--- config.mk ---
export PLATFORM = sky130hd
export DESIGN_NAME = cpg_pwm_top
export DESIGN_NICKNAME = d
export VERILOG_FILES = /design/src/common/cpg_pkg.sv /design/src/common/cpg_dt_if.sv /design/src/verilog/cpg_deadtime.sv /design/src/verilog/cpg_pwm_top.sv
export SDC_FILE = /design/constraint.sdc
export NUM_CORES = 1
export LEC_CHECK = 0
export ABC_AREA = 1
export BUFFER_PORTS_ARGS = -buffer_cell sky130_fd_sc_hd__buf_4
export CAP_MARGIN = 20
export CORE_MARGIN = 5
export CORE_UTILIZATION = 44
export CTS_CLUSTER_SIZE = 8
export DETAILED_ROUTE_END_ITERATION = 8
export GPL_TIMING_DRIVEN = 0
export PLACE_DENSITY_LB_ADDON = 0.3
export SLEW_MARGIN = 10
export SYNTH_ARGS = -nofsm -noshare
export SYNTH_HDL_FRONTEND = slang
export SYNTH_SLANG_ARGS = --single-unit
--- constraint.sdc ---
create_clock -name hclk -period 4.5 [get_ports hclk]
set_clock_uncertainty 0.2 [all_clocks]
set_input_delay 0 -clock hclk [delete_from_list [all_inputs] [get_ports hclk]]
set_output_delay 0 -clock hclk [all_outputs]
set_load 0.05 [all_outputs]
--- src/common/cpg_pkg.sv ---
// constants for the complementary pulse-width generator
package cpg_pkg;
    localparam int CPG_CNT_W = 16;
    localparam int CPG_DIV_W = 3;
    localparam int CPG_PRE_W = 7;
    // register byte offsets
    localparam logic [7:0] CPG_TBCON_OFF = 8'h00;
    localparam logic [7:0] CPG_TBDIV_OFF = 8'h04;
    localparam logic [7:0] CPG_MPER_OFF = 8'h08;
    localparam logic [7:0] CPG_MDUTY_OFF = 8'h0C;
    localparam logic [7:0] CPG_GCON_OFF = 8'h10;
    localparam logic [7:0] CPG_OCON_OFF = 8'h14;
    localparam logic [7:0] CPG_DUTY_OFF = 8'h18;
    localparam logic [7:0] CPG_PHASE_OFF = 8'h1C;
    localparam logic [7:0] CPG_DT_OFF = 8'h20;
    localparam logic [7:0] CPG_ALTDT_OFF = 8'h24;
    localparam logic [7:0] CPG_STAT_OFF = 8'h28;
    // field positions
    localparam int CPG_EN_BIT = 15;
    localparam int CPG_DIV_LSB = 0;
    localparam int CPG_IMM_BIT = 0;
    localparam int CPG_CRM_BIT = 1;
    localparam int CPG_CTR_BIT = 2;
    localparam int CPG_MDSEL_BIT = 8;
    localparam int CPG_ITB_BIT = 9;
    localparam int CPG_OVERRIDE_SYNC_SELECT_BIT = 0;
    localparam int CPG_OVAL_LSB = 6;
    localparam int CPG_OVEN_LSB = 8;
    localparam int CPG_MODE_LSB = 10;
    localparam int CPG_STAT_OUT_LSB = 16;
    // output modes
    localparam logic [1:0] CPG_MODE_COMP = 2'h0;
    localparam logic [1:0] CPG_MODE_PUSH = 2'h1;
    localparam logic [1:0] CPG_MODE_REDUN = 2'h2;
    localparam logic [1:0] CPG_MODE_INDEP = 2'h3;
    // highest divider code; 111 acts as 110
    localparam logic [2:0] CPG_DIV_MAX = 3'h6;
    // reset values
    localparam logic [15:0] CPG_PER_RST = 16'hFFFF;
    localparam logic [15:0] CPG_ZERO_RST = 16'h0000;
    // override pair order {high, low}
    localparam int CPG_OV_H = 1;
    localparam int CPG_OV_L = 0;
endpackage

--- src/common/cpg_dt_if.sv ---
// carrier between the generator core and the dead-time stage
`timescale 1ns/1ps
interface cpg_dt_if #(parameter int CW = 16);
    logic tick;
    logic comp;
    logic ovr_both;
    logic want_h;
    logic want_l;
    logic [CW-1:0] rise_dt;
    logic [CW-1:0] fall_dt;
    logic out_h;
    logic out_l;
    modport gen (output tick, comp, ovr_both, want_h, want_l, rise_dt, fall_dt,
        input out_h, out_l);
    modport dts (input tick, comp, ovr_both, want_h, want_l, rise_dt, fall_dt,
        output out_h, out_l);
endinterface

--- src/verilog/cpg_deadtime.sv ---
// dead-time stage driving the high and low side outputs
`timescale 1ns/1ps
module cpg_deadtime import cpg_pkg::*; #(
    parameter int CW = CPG_CNT_W
) (
    input wire logic hclk,
    input wire logic hresetn,
    cpg_dt_if.dts dt
);
    logic out_h_ff;
    logic out_l_ff;
    logic [CW-1:0] dt_cnt_ff;
    logic h_off;
    logic l_off;

    assign h_off = out_h_ff & ~dt.want_h;
    assign l_off = out_l_ff & ~dt.want_l;
    assign dt.out_h = out_h_ff;
    assign dt.out_l = out_l_ff;

    // a turn-off is immediate; a turn-on waits out the dead time, so every
    // edge source (duty write, phase change, override release) gets the gap
    always_ff @(posedge hclk or negedge hresetn) begin
        if (!hresetn) begin
            out_h_ff <= 1'b0;
            out_l_ff <= 1'b0;
            dt_cnt_ff <= '0;
        end else if (!dt.comp || dt.ovr_both) begin
            // full override or non-complementary: pins follow request directly
            out_h_ff <= dt.want_h;
            out_l_ff <= dt.want_l;
            dt_cnt_ff <= '0;
        end else if (h_off || l_off) begin
            out_h_ff <= out_h_ff & dt.want_h;
            out_l_ff <= out_l_ff & dt.want_l;
            dt_cnt_ff <= h_off ? dt.fall_dt : dt.rise_dt;
        end else if (dt_cnt_ff != '0) begin
            if (dt.tick) begin
                dt_cnt_ff <= dt_cnt_ff - 1'b1;
            end
        end else if (dt.want_h && !out_l_ff) begin
            out_h_ff <= 1'b1;
        end else if (dt.want_l && !out_h_ff) begin
            out_l_ff <= 1'b1;
        end
    end
endmodule

--- src/verilog/cpg_pwm_top.sv ---
// complementary pwm generator with ahb-lite register access
`timescale 1ns/1ps
module cpg_pwm_top import cpg_pkg::*; #(
    parameter int CW = CPG_CNT_W
) (
    input wire logic hclk,
    input wire logic hresetn,
    input wire logic hsel,
    input wire logic [31:0] haddr,
    input wire logic [1:0] htrans,
    input wire logic hwrite,
    input wire logic [2:0] hsize,
    input wire logic [31:0] hwdata,
    input wire logic hready,
    output logic hreadyout,
    output logic hresp,
    output logic [31:0] hrdata,
    input wire logic cur_reset_in,
    output logic high_side_out,
    output logic low_side_out
);
    // bus
    logic [7:0] addr_ff;
    logic wr_ff;
    logic [31:0] hrdata_ff;
    logic [31:0] rd_val;
    logic acc;
    // software registers
    logic en_ff;
    logic [2:0] div_ff;
    logic [CW-1:0] mper_ff;
    logic [CW-1:0] mdc_ff;
    logic imm_ff;
    logic crm_ff;
    logic ctr_ff;
    logic mdsel_ff;
    logic itb_ff;
    logic override_sync_select_ff;
    logic [1:0] oval_ff;
    logic [1:0] oven_ff;
    logic [1:0] mode_ff;
    logic [CW-1:0] pdc_ff;
    logic [CW-1:0] phase_ff;
    logic [CW-1:0] dtr_ff;
    logic [CW-1:0] altdtr_ff;
    // engine
    logic [CPG_PRE_W-1:0] pre_ff;
    logic [2:0] div_eff;
    logic tick;
    logic [CW-1:0] mcnt_ff;
    logic mup_ff;
    logic [CW-1:0] lcnt_ff;
    logic lup_ff;
    logic [CW:0] mstep;
    logic [CW:0] lstep;
    logic [CW-1:0] cnt;
    logic [CW-1:0] per;
    logic bnd;
    logic cr_q_ff;
    logic cr_evt;
    logic [CW-1:0] duty_src;
    logic [CW-1:0] act_duty_ff;
    logic raw;
    logic alt_ff;
    logic gen_h;
    logic gen_l;
    logic [1:0] oven_act_ff;
    logic [1:0] oval_act_ff;

    cpg_dt_if #(.CW(CW)) dti ();

    function automatic logic [CW:0] tb_step(input logic [CW-1:0] c, input logic up,
        input logic [CW-1:0] p, input logic ctr);
        logic [CW:0] nx;
        nx = {1'b1, c};
        if (!ctr) begin
            nx = (c >= p) ? {1'b1, {CW{1'b0}}} : {1'b1, c + 1'b1};
        end else if (up) begin
            if (c >= p) begin
                nx = {1'b0, (p == '0) ? c : c - 1'b1};
            end else begin
                nx = {1'b1, c + 1'b1};
            end
        end else if (c == '0) begin
            nx = {1'b1, (p == '0) ? c : c + 1'b1};
        end else begin
            nx = {1'b0, c - 1'b1};
        end
        return nx;
    endfunction

    // period boundary: top of the ramp, or bottom of the triangle
    function automatic logic tb_bnd(input logic [CW-1:0] c, input logic up,
        input logic [CW-1:0] p, input logic ctr);
        return ctr ? (!up && c == '0) : (c >= p);
    endfunction

    function automatic logic hit(input logic [7:0] a, input logic [7:0] off);
        return a == off;
    endfunction

    // ---------------- ahb-lite slave ----------------
    // zero wait state, always okay; unmapped reads give zero
    assign hreadyout = 1'b1;
    assign hresp = 1'b0;
    assign hrdata = hrdata_ff;
    assign acc = hsel && hready && htrans[1];

    always_ff @(posedge hclk or negedge hresetn) begin
        if (!hresetn) begin
            addr_ff <= 8'h00;
            wr_ff <= 1'b0;
        end else begin
            addr_ff <= acc ? haddr[7:0] : addr_ff;
            wr_ff <= acc && hwrite;
        end
    end

    always_comb begin
        rd_val = 32'h00000000;
        unique case (haddr[7:0])
            CPG_TBCON_OFF: rd_val[CPG_EN_BIT] = en_ff;
            CPG_TBDIV_OFF: rd_val[CPG_DIV_LSB +: CPG_DIV_W] = div_ff;
            CPG_MPER_OFF: rd_val[CW-1:0] = mper_ff;
            CPG_MDUTY_OFF: rd_val[CW-1:0] = mdc_ff;
            CPG_GCON_OFF: begin
                rd_val[CPG_IMM_BIT] = imm_ff;
                rd_val[CPG_CRM_BIT] = crm_ff;
                rd_val[CPG_CTR_BIT] = ctr_ff;
                rd_val[CPG_MDSEL_BIT] = mdsel_ff;
                rd_val[CPG_ITB_BIT] = itb_ff;
            end
            CPG_OCON_OFF: begin
                rd_val[CPG_OVERRIDE_SYNC_SELECT_BIT] = override_sync_select_ff;
                rd_val[CPG_OVAL_LSB +: 2] = oval_ff;
                rd_val[CPG_OVEN_LSB +: 2] = oven_ff;
                rd_val[CPG_MODE_LSB +: 2] = mode_ff;
            end
            CPG_DUTY_OFF: rd_val[CW-1:0] = pdc_ff;
            CPG_PHASE_OFF: rd_val[CW-1:0] = phase_ff;
            CPG_DT_OFF: rd_val[CW-1:0] = dtr_ff;
            CPG_ALTDT_OFF: rd_val[CW-1:0] = altdtr_ff;
            CPG_STAT_OFF: begin
                rd_val[CW-1:0] = cnt;
                rd_val[CPG_STAT_OUT_LSB] = dti.out_h;
                rd_val[CPG_STAT_OUT_LSB+1] = dti.out_l;
            end
            default: rd_val = 32'h00000000;
        endcase
    end

    // read data is sampled in the address phase, so a read right after a
    // write to the same register returns the old value
    always_ff @(posedge hclk or negedge hresetn) begin
        if (!hresetn) begin
            hrdata_ff <= 32'h00000000;
        end else if (acc && !hwrite) begin
            hrdata_ff <= rd_val;
        end
    end

    always_ff @(posedge hclk or negedge hresetn) begin
        if (!hresetn) begin
            en_ff <= 1'b0;
            div_ff <= 3'h0;
            mper_ff <= CPG_PER_RST[CW-1:0];
            mdc_ff <= CPG_ZERO_RST[CW-1:0];
            pdc_ff <= CPG_ZERO_RST[CW-1:0];
            phase_ff <= CPG_PER_RST[CW-1:0];
            dtr_ff <= CPG_ZERO_RST[CW-1:0];
            altdtr_ff <= CPG_ZERO_RST[CW-1:0];
        end else if (wr_ff) begin
            if (hit(addr_ff, CPG_TBCON_OFF)) en_ff <= hwdata[CPG_EN_BIT];
            if (hit(addr_ff, CPG_TBDIV_OFF)) div_ff <= hwdata[CPG_DIV_LSB +: CPG_DIV_W];
            if (hit(addr_ff, CPG_MPER_OFF)) mper_ff <= hwdata[CW-1:0];
            if (hit(addr_ff, CPG_MDUTY_OFF)) mdc_ff <= hwdata[CW-1:0];
            if (hit(addr_ff, CPG_DUTY_OFF)) pdc_ff <= hwdata[CW-1:0];
            if (hit(addr_ff, CPG_PHASE_OFF)) phase_ff <= hwdata[CW-1:0];
            if (hit(addr_ff, CPG_DT_OFF)) dtr_ff <= hwdata[CW-1:0];
            if (hit(addr_ff, CPG_ALTDT_OFF)) altdtr_ff <= hwdata[CW-1:0];
        end
    end

    always_ff @(posedge hclk or negedge hresetn) begin
        if (!hresetn) begin
            imm_ff <= 1'b0;
            crm_ff <= 1'b0;
            ctr_ff <= 1'b0;
            mdsel_ff <= 1'b0;
            itb_ff <= 1'b0;
        end else if (wr_ff && hit(addr_ff, CPG_GCON_OFF)) begin
            imm_ff <= hwdata[CPG_IMM_BIT];
            crm_ff <= hwdata[CPG_CRM_BIT];
            ctr_ff <= hwdata[CPG_CTR_BIT];
            mdsel_ff <= hwdata[CPG_MDSEL_BIT];
            itb_ff <= hwdata[CPG_ITB_BIT];
        end
    end

    always_ff @(posedge hclk or negedge hresetn) begin
        if (!hresetn) begin
            override_sync_select_ff <= 1'b0;
            oval_ff <= 2'h0;
            oven_ff <= 2'h0;
            mode_ff <= CPG_MODE_COMP;
        end else if (wr_ff && hit(addr_ff, CPG_OCON_OFF)) begin
            override_sync_select_ff <= hwdata[CPG_OVERRIDE_SYNC_SELECT_BIT];
            oval_ff <= hwdata[CPG_OVAL_LSB +: 2];
            oven_ff <= hwdata[CPG_OVEN_LSB +: 2];
            mode_ff <= hwdata[CPG_MODE_LSB +: 2];
        end
    end

    // ---------------- clock divider ----------------
    assign div_eff = (div_ff > CPG_DIV_MAX) ? CPG_DIV_MAX : div_ff;
    assign tick = en_ff && (pre_ff >= ((CPG_PRE_W'(1) << div_eff) - 1'b1));

    always_ff @(posedge hclk or negedge hresetn) begin
        if (!hresetn) begin
            pre_ff <= '0;
        end else if (!en_ff || tick) begin
            pre_ff <= '0;
        end else begin
            pre_ff <= pre_ff + 1'b1;
        end
    end

    // ---------------- time bases ----------------
    assign mstep = tb_step(mcnt_ff, mup_ff, mper_ff, ctr_ff);
    assign lstep = tb_step(lcnt_ff, lup_ff, phase_ff, ctr_ff);
    assign cnt = itb_ff ? lcnt_ff : mcnt_ff;
    assign per = itb_ff ? phase_ff : mper_ff;
    assign bnd = tick && (itb_ff ? tb_bnd(lcnt_ff, lup_ff, phase_ff, ctr_ff)
        : tb_bnd(mcnt_ff, mup_ff, mper_ff, ctr_ff));
    // edge detect: any pulse width restarts once per rising edge
    assign cr_evt = en_ff && crm_ff && cur_reset_in && !cr_q_ff;

    always_ff @(posedge hclk or negedge hresetn) begin
        if (!hresetn) begin
            cr_q_ff <= 1'b0;
        end else begin
            cr_q_ff <= cur_reset_in;
        end
    end

    always_ff @(posedge hclk or negedge hresetn) begin
        if (!hresetn) begin
            mcnt_ff <= '0;
            mup_ff <= 1'b1;
        end else if (!en_ff || (cr_evt && !itb_ff)) begin
            mcnt_ff <= '0;
            mup_ff <= 1'b1;
        end else if (tick) begin
            mcnt_ff <= mstep[CW-1:0];
            mup_ff <= mstep[CW];
        end
    end

    always_ff @(posedge hclk or negedge hresetn) begin
        if (!hresetn) begin
            lcnt_ff <= '0;
            lup_ff <= 1'b1;
        end else if (!en_ff || (cr_evt && itb_ff)) begin
            lcnt_ff <= '0;
            lup_ff <= 1'b1;
        end else if (tick) begin
            lcnt_ff <= lstep[CW-1:0];
            lup_ff <= lstep[CW];
        end
    end

    // ---------------- duty ----------------
    assign duty_src = mdsel_ff ? mdc_ff : pdc_ff;

    always_ff @(posedge hclk or negedge hresetn) begin
        if (!hresetn) begin
            act_duty_ff <= '0;
        end else if (!en_ff || imm_ff || bnd) begin
            act_duty_ff <= duty_src;
        end
    end

    // duty at or past the period is full on, zero is full off
    assign raw = en_ff && (act_duty_ff != '0) &&
        ((act_duty_ff >= per) || (cnt < act_duty_ff));

    always_ff @(posedge hclk or negedge hresetn) begin
        if (!hresetn) begin
            alt_ff <= 1'b0;
        end else if (!en_ff) begin
            alt_ff <= 1'b0;
        end else if (bnd) begin
            alt_ff <= ~alt_ff;
        end
    end

    always_comb begin
        gen_h = 1'b0;
        gen_l = 1'b0;
        unique case (mode_ff)
            CPG_MODE_COMP: begin
                gen_h = raw;
                gen_l = en_ff && !raw;
            end
            CPG_MODE_PUSH: begin
                gen_h = raw && !alt_ff;
                gen_l = raw && alt_ff;
            end
            CPG_MODE_REDUN: begin
                gen_h = raw;
                gen_l = raw;
            end
            CPG_MODE_INDEP: begin
                gen_h = raw;
                gen_l = en_ff && !raw;
            end
        endcase
    end

    // ---------------- overrides ----------------
    // with sync at the boundary the override waits for the period end;
    // while stopped there is no boundary, so it is taken at once
    always_ff @(posedge hclk or negedge hresetn) begin
        if (!hresetn) begin
            oven_act_ff <= 2'h0;
            oval_act_ff <= 2'h0;
        end else if (!override_sync_select_ff || !en_ff || bnd) begin
            oven_act_ff <= oven_ff;
            oval_act_ff <= oval_ff;
        end
    end

    assign dti.tick = tick;
    assign dti.comp = (mode_ff == CPG_MODE_COMP);
    assign dti.ovr_both = &oven_act_ff;
    assign dti.want_h = oven_act_ff[CPG_OV_H] ? oval_act_ff[CPG_OV_H] : gen_h;
    assign dti.want_l = oven_act_ff[CPG_OV_L] ? oval_act_ff[CPG_OV_L] : gen_l;
    assign dti.rise_dt = dtr_ff;
    assign dti.fall_dt = altdtr_ff;

    cpg_deadtime #(.CW(CW)) u_dt (
        .hclk(hclk),
        .hresetn(hresetn),
        .dt(dti.dts)
    );

    assign high_side_out = dti.out_h;
    assign low_side_out = dti.out_l;
endmodule

# After elaboration in Yosys (flattened, before gate mapping)
# Cells that the tools add are included.
[totals]
register_bits = 220
output_inout_bits = 36
elab_cells = 217
[op_classes]
n_addsub = 7
n_lt_le_gt_ge = 6
n_eq_ne = 29
n_shift = 1
muxes = 59
bitwise_logic = 7
reduce_logical = 75
[op_table]
columns = ["cell", "count"]
rows = [
  ["$mux W16", 18],
  ["$mux W17", 8],
  ["$eq A8 B5 Y1 const B", 8],
  ["$logic_not A16 Y1", 4],
  ["$ge A16 B16 Y1", 3],
  ["$sub A16 B1 Y16 const B", 3],
  ["$pmux W3 S7", 2],
  ["$eq A8 B6 Y1 const B", 5],
  ["$pmux W2 S9", 2],
  ["$add A16 B1 Y16 const B", 2],
  ["$eq A8 B4 Y1 const B", 4],
  ["$pmux W2 S8", 2],
  ["$reduce_bool A16 Y1", 2],
  ["$logic_and A1 B1 Y1", 22],
  ["$reduce_and A2 Y1", 11],
  ["$mux W1", 20],
  ["$ne A5 B4 Y1 const B", 4],
  ["$eq A8 B3 Y1 const B", 2],
  ["$logic_not A8 Y1", 2],
  ["$lt A16 B16 Y1", 1],
  ["$logic_not A1 Y1", 12],
  ["$reduce_bool A3 Y1", 4],
  ["$logic_or A1 B1 Y1", 10],
  ["$pmux W1 S10", 1],
  ["other kinds (22)", 32],
]

# Depth between registers and ports, before layout
[logic_depth]
ltp_word = 14
mapped_depth = 25
ltp_nobuf = 21

# Modules after synthesis
# From an unflattened synthesis, not the netlist that was laid out.
[hier_totals]
hier_cells = 1991
hier_area_um2 = 14443.9
[by_module_without_submodules]
columns = ["module", "n_inst", "cells_each", "area_per_inst_um2"]
rows = [
  ["cpg_pwm_top", 1, 1738, 12918.6],
  ["cpg_deadtime", 1, 253, 1525.2],
]

# Worst setup path before layout
# OpenSTA, ideal clock, no wires.
[synth_path]
kind = "flip-flop to flip-flop"
start = "register itb_ff"
end = "register u_dt.out_h_ff, in the netlist u_dt.dt.out_h"
t_arrival_ns = 2.955
required_ns = 4.179
slack_ns = 1.224
stages_incl_launch_ff = 23
period_less_slack_ns = 3.276
path_cell_list = "dfrtp_1 clkbuf_1 clkbuf_1 clkbuf_1 o21ai_0 ha_1 nand2_1 o21ai_0 nand2_1 nand2_1 nand2_1 nand2_1 nor2_1 nand2_1 nand2_1 nand2_1 nand3_1 nand3_1 buf_2 buf_2 nand4_1 nor2_1 nor2_1"
[synth_between]
elab_chain_len = 13
elab_cells_between_ends = 26
classes_between = "2 x order compare; 1 x eq/ne; 8 x mux; 5 x bitwise; 10 x reduce/logical"
[synth_rtl]
columns = ["item", "line_no", "rtl"]
rows = [
  ["start: declaration", "cpg_pwm_top.sv:37", "logic itb_ff;"],
  ["start signal: assignment", "cpg_pwm_top.sv:196", "itb_ff <= hwdata[CPG_ITB_BIT];"],
  ["$mux W16, on equally long branches", "cpg_pwm_top.sv:232, cpg_pwm_top.sv:231", ""],
  ["$ge A16 B16 Y1 or $lt A16 B16 Y1 (tied branches)", "cpg_pwm_top.sv:285", "((act_duty_ff >= per) || (cnt < act_duty_ff));"],
  ["$logic_or A1 B1 Y1 *", "cpg_pwm_top.sv:285", ""],
  ["$logic_and A1 B1 Y1 *", "cpg_pwm_top.sv:284", "assign raw = en_ff && (act_duty_ff != '0) &&"],
  ["$logic_not A1 Y1", "cpg_pwm_top.sv:303, cpg_pwm_top.sv:315", ""],
  ["$logic_and A1 B1 Y1", "cpg_pwm_top.sv:303, cpg_pwm_top.sv:315", ""],
  ["$pmux W1 S3", "cpg_pwm_top.sv:300", "unique case (mode_ff)"],
  ["$mux W1", "cpg_pwm_top.sv:337", "assign dti.want_l = oven_act_ff[CPG_OV_L] ? oval_act_ff[CPG_OV_L] : gen_l;"],
  ["$not A1 Y1", "cpg_deadtime.sv:17", "assign l_off = out_l_ff & ~dt.want_l;"],
  ["$and A1 B1 Y1", "cpg_deadtime.sv:17", ""],
  ["$logic_or A1 B1 Y1", "cpg_deadtime.sv:33", "end else if (h_off || l_off) begin"],
  ["$ne A3 B1 Y1 (no source line), or another cell as far along", "-", ""],
  ["$reduce_and A2 Y1 (no source line) or $mux W1 (tied branches)", "-", ""],
  ["end signal: assignment", "cpg_deadtime.sv:30", "out_h_ff <= dt.want_h;"],
  ["end signal: assignment", "cpg_deadtime.sv:34", "out_h_ff <= out_h_ff & dt.want_h;"],
  ["end: declaration", "cpg_deadtime.sv:10", "logic out_h_ff;"],
]
# Mark *: on every way between the ends. The rest lies on a longest branch, timed or not.
# A chain may end at the register's enable or synchronous reset.

# Worst setup path after layout
# Same ends and word-level chain as after synthesis.

==> flow_results.org <==
** Power
- Per report_power, the combinational group accounts for between 40% and 50% of the total.
- NetSw :: 3.47 mW
- Power per cell area :: a little under 500 nW/um^2
- Sequential cells account for 30.7% of the total power.
- Cell Int Power :: ~4.7 mW
- Design Power :: about 8 mW
- The share of total power dissipated in the clock network is slightly below 30%.
- Leak Pwr :: approximately 9.3 nW
- IR analysis of the VDD net gives a maximum drop of just over 0.3 mV.
- Of the total power, the share spent switching nets is 42.2%.

** Clock network
- Clock sinks :: 220
- Clock root buffer :: clkbuf_16
- Clock buffer count from CTS :: 34
- The H-tree was split into 2 levels.
- At the later pin of the worst-skew pair, clock insertion delay measures 0.51 ns.
- Once the clock tree was built, the setup fixing pass inserted 0 buffers.
- After clock tree synthesis, the clock-pin slew on the worst setup and hold paths is around 0.060 ns.
- Clk buf depth :: 3
- Clock tree from TritonCTS :: done

** Critical path
- Required time at the worst-slack endpoint :: 4.70 ns
- Depth of the worst register-to-register path :: 21
- Startpoint of the lowest-slack register-to-register path :: itb_ff
- Sort of element at the start of the critical path :: register
- Setup slack of the worst register-to-register path :: roughly 0.38 ns
- The worst setup path is captured at a register.
- For the worst setup path, the data arrival time is 4.32 ns.
- The critical path is of the register to register type.
- In this run the worst path has a maximum fanout of 13.
- The worst register-to-register path ends at u_dt.dt.out_h.

** Floorplanning
- Die Span X :: 192 um
- The floorplan has 66 rows.
- The initial utilization of the core area, before any placement, comes to between 40 and 50%.
- Area of the placeable core :: 32700 um^2
- Floorplan die height :: ~190 um
- The die covers 36900 um^2.
- Ports :: 111

** Placement
- The wire-length estimate of the detail-placed layout is 41.5 mm.
- Weighted congestion at the end of routability-driven global placement :: 1.03
- In this run the tool buffered the top-level ports with 50 buffer cells.

** Timing
- Setup repair after global routing left no endpoint under its margin.
- In the finished design, the share of the clock period the worst path needs comes to 91.6%.
- Slew Limit Headroom :: 37.5%
- The number of max-slew violations in the final report was 0.
- Fin Setup TNS :: 0 ns
- The number of hold violations in the final report is 0.
- After layout, the minimum clock period comes to 4.12 ns.
- Count of endpoints failing setup in the final report :: 0
- Static timing analysis puts the maximum clock frequency at approximately 240 MHz.
- For the pin with the worst max-slew slack, the measured transition is 0.934 ns.

** Final layout
- The repair_antennas step left the layout with diodes totalling 0.
- Number of filler instances in the final layout :: 3226
- Layout overhead on the synthesized area :: 16.4%
- Fraction of final layout cells sized beyond drive strength 1 :: 8.51%
- Final #Nets :: 2318

** Yosys
- EDFF count, synth :: 0
- Summed instance area of the synthesized netlist :: 14600 um^2
- Count of distinct cell types in the synthesized netlist :: 49
- In this run the mean area of a mapped cell was 7.22 um^2.
- Dominant register cell in the synthesized netlist :: dfrtp_1
- Yosys reg bits :: 220
- Synth warnings :: 0
- Synthesized instance count :: 2023
- After synthesis, the share of flip-flops with an asynchronous set or reset is 100%.
- The share of the Yosys chip area taken by registers is 38.0%.

** Detailed routing
- The highest metal layer carrying signal wires in the routed design is met5.
- Total wire length :: 55.5 mm
- The first TritonRoute pass finished after 6 iterations.
- Total via count after detailed routing :: around 15000
- Using the TritonRoute via totals, the vias-per-cell ratio works out to ~5.8.
- In the final routed layout, each cell accounts on average for 21.2 um.
- For this run, design rule violations remaining after detail routing come to 0.
- Wire length on met1 :: around 24 mm
- In this run, the number of DRC markers left after iteration 0 of detailed routing was 1845.
- Routed wl met3 :: 5.24 mm
- Detailed routing placed a total of 23.8 mm of wire on met2.
- Post-DRT Antenna Nets :: 0

** GRT
- Global routing used 29.9% of the available tracks.
- The via count of the first global-routing pass is 14300.
- Final global-route overflow total :: 0
- Largest net degree at the start of global routing :: 107
- First-pass GRT wire length :: 84.6 mm
- Initial antenna violation count :: 2

** Hold path
- HP Class :: primary input to register
- Along the worst hold path, the cell count comes to 5.
- The startpoint identified for the worst hold timing path is hready.
- For hold timing, the worst endpoint is addr_ff[4].

** Run status
- Result of the run :: finished clean

** Run
- Max-cap violations in this run came to 0.
## repair_timing
action	4_1_cts	5_1_grt
hold buffers	37	0
hold endpoints to repair	356	0
setup endpoints to repair	1	18
resized for setup	1	11
## area by class of cell
class / instances / area, um^2 / area share [%]
timing repair buffer: 89 / 808 / 4.75
clock buffer: 45 / 933 / 5.49
buffer: 96 / 460 / 2.71
sequential: 220 / 5550 / 32.6
inverter: 249 / 935 / 5.50
multi-input combinational: 1472 / 7730 / 45.5
clock inverter: 3 / 36.3 / 0.213
tap: 442 / 553 / 3.25
## registers in the layout, summed over array words and instances (netlist names), 8 cells and up
register and cells:
u_dt.dt_cnt_ff 16, mper_ff 16, dti.rise_dt 16, phase_ff 16, addr_ff 8, hrdata 18
lcnt_ff 16, mdc_ff 16, act_duty_ff 16, pdc_ff 16, mcnt_ff 16, altdtr_ff 16
## cells in the mapped netlist, drive strengths merged, types with 2 or more instances
cell / instances / share of area (%)
mux2: 4 / 0.31
o21a: 3 / 0.15
clkbuf: 65 / 1.7
or2: 3 / 0.13
a211oi: 2 / 0.10
conb: 2 / 0.051
a31oi: 3 / 0.13
o21ai: 267 / 9.2
dfrtp: 186 / 32
o22ai: 31 / 1.3
dfstp: 34 / 6.1
a21boi: 2 / 0.10
nand4: 33 / 1.4
nor2: 102 / 2.7
and3: 2 / 0.086
xnor2: 6 / 0.36
a21o: 2 / 0.10
buf: 32 / 1.4
nor3b: 2 / 0.10
a21oi: 71 / 2.4
o211ai: 16 / 0.82
o31ai: 3 / 0.15
inv: 248 / 6.4
nand3b: 9 / 0.46
nand2: 582 / 15
nor4: 16 / 0.69
a221oi: 15 / 0.90
xor2: 50 / 3.0
o2111ai: 14 / 0.84
o221ai: 2 / 0.12
nand3: 97 / 3.5
ha: 81 / 6.9
nor3: 34 / 1.3
## power by group through the flow
| stage | combinational (mW) | clock (mW) | sequential [mW] |
|---|---|---|---|
| 5_1_grt | 3.66 | 2.52 | 2.55 |
| 3_5_place_dp | 3.15 | 0 | 2.54 |
| 4_1_cts | 3.21 | 2.43 | 2.51 |
| 2_1_floorplan | 2.26 | 0 | 2.48 |
| 6_report | 3.29 | 2.40 | 2.52 |
| 3_3_place_gp | 3.08 | 0 | 2.53 |
## kinds of logic (layout without fill, tap and decap cells)
group,after synthesis,in the layout,synth area share [%]
flops,220,220,38.0
buf+inv,346,482,9.52
fa+ha+maj,81,81,6.94
mux,4,4,0.308
compound gates,433,433,16.5
xor+xnor,56,56,3.36
simple gates,881,881,25.4
other cells,2,17,0.0514
## metrics by stage
step	std cells	hold WS (ns)	setup slack, ns	utilization [%]	cell area [um^2]
after global routing	2616	0.0734	0.109	52.0	17000
after global placement	2530	-0.0593	0.0432	47.7	15600
after detailed placement	2532	-0.366	0.0131	47.9	15700
after CTS	2617	0.00404	0.0265	52.0	17000
after floorplan	2038	-0.496	1.22	-	14700
final	2616	0.0175	0.379	52.0	17000
## how the worst max path moves through the flow
stage                start                 end  slack (ns)  cells after the start
global route        itb_ff       u_dt.dt.out_h        0.11                     19
CTS                 itb_ff   u_dt.dt_cnt_ff[3]        0.03                     23
global placement    itb_ff   u_dt.dt_cnt_ff[3]        0.04                     23
floorplan           itb_ff       u_dt.dt.out_h        1.22                     22
finish              itb_ff       u_dt.dt.out_h        0.38                     21
detailed placement  itb_ff  u_dt.dt_cnt_ff[13]        0.01                     21
## placed cells by master (no fill, tap or decap), drive strengths merged, types with 3 or more instances in the layout
cell / count
dfrtp: 186
inv: 250
nand4: 33
o211ai: 16
conb: 17
ha: 81
nand3b: 9
xor2: 50
or2: 3
o2111ai: 14
o21a: 3
o22ai: 31
nand3: 97
a221oi: 15
nor3: 34
nor4: 16
o31ai: 3
nand2: 582
clkbuf: 109
dfstp: 34
nor2: 102
buf: 84
a31oi: 3
dlygate4sd3: 37
a21oi: 71
xnor2: 6
mux2: 4
o21ai: 267
## worst max-delay path: stages, from the launching register on
cell and delay [ns]:
dfrtp_1 0.58, clkbuf_2 0.30, clkbuf_2 0.28, o21ai_0 0.14, ha_1 0.32, nand2_1 0.07
o21ai_0 0.34, nand2_1 0.09, nand2_1 0.08, nand2_1 0.05, nand2_1 0.06, nor2_1 0.05
nand2_1 0.23, nand2_1 0.08, nand2_1 0.07, nand3_1 0.14, nand3_1 0.17, buf_2 0.24
buf_2 0.25, nand4_1 0.11, nor2_1 0.11, nor2_1 0.05
## layer usage
metal  vias up  GRT usage, %
met4         2          12.2
met1      7199          42.3
met5         -             0
met3       183          5.62
met2       752          45.2
li1       6950             -
No activity file was read; power rests on OpenSTA's default activity.
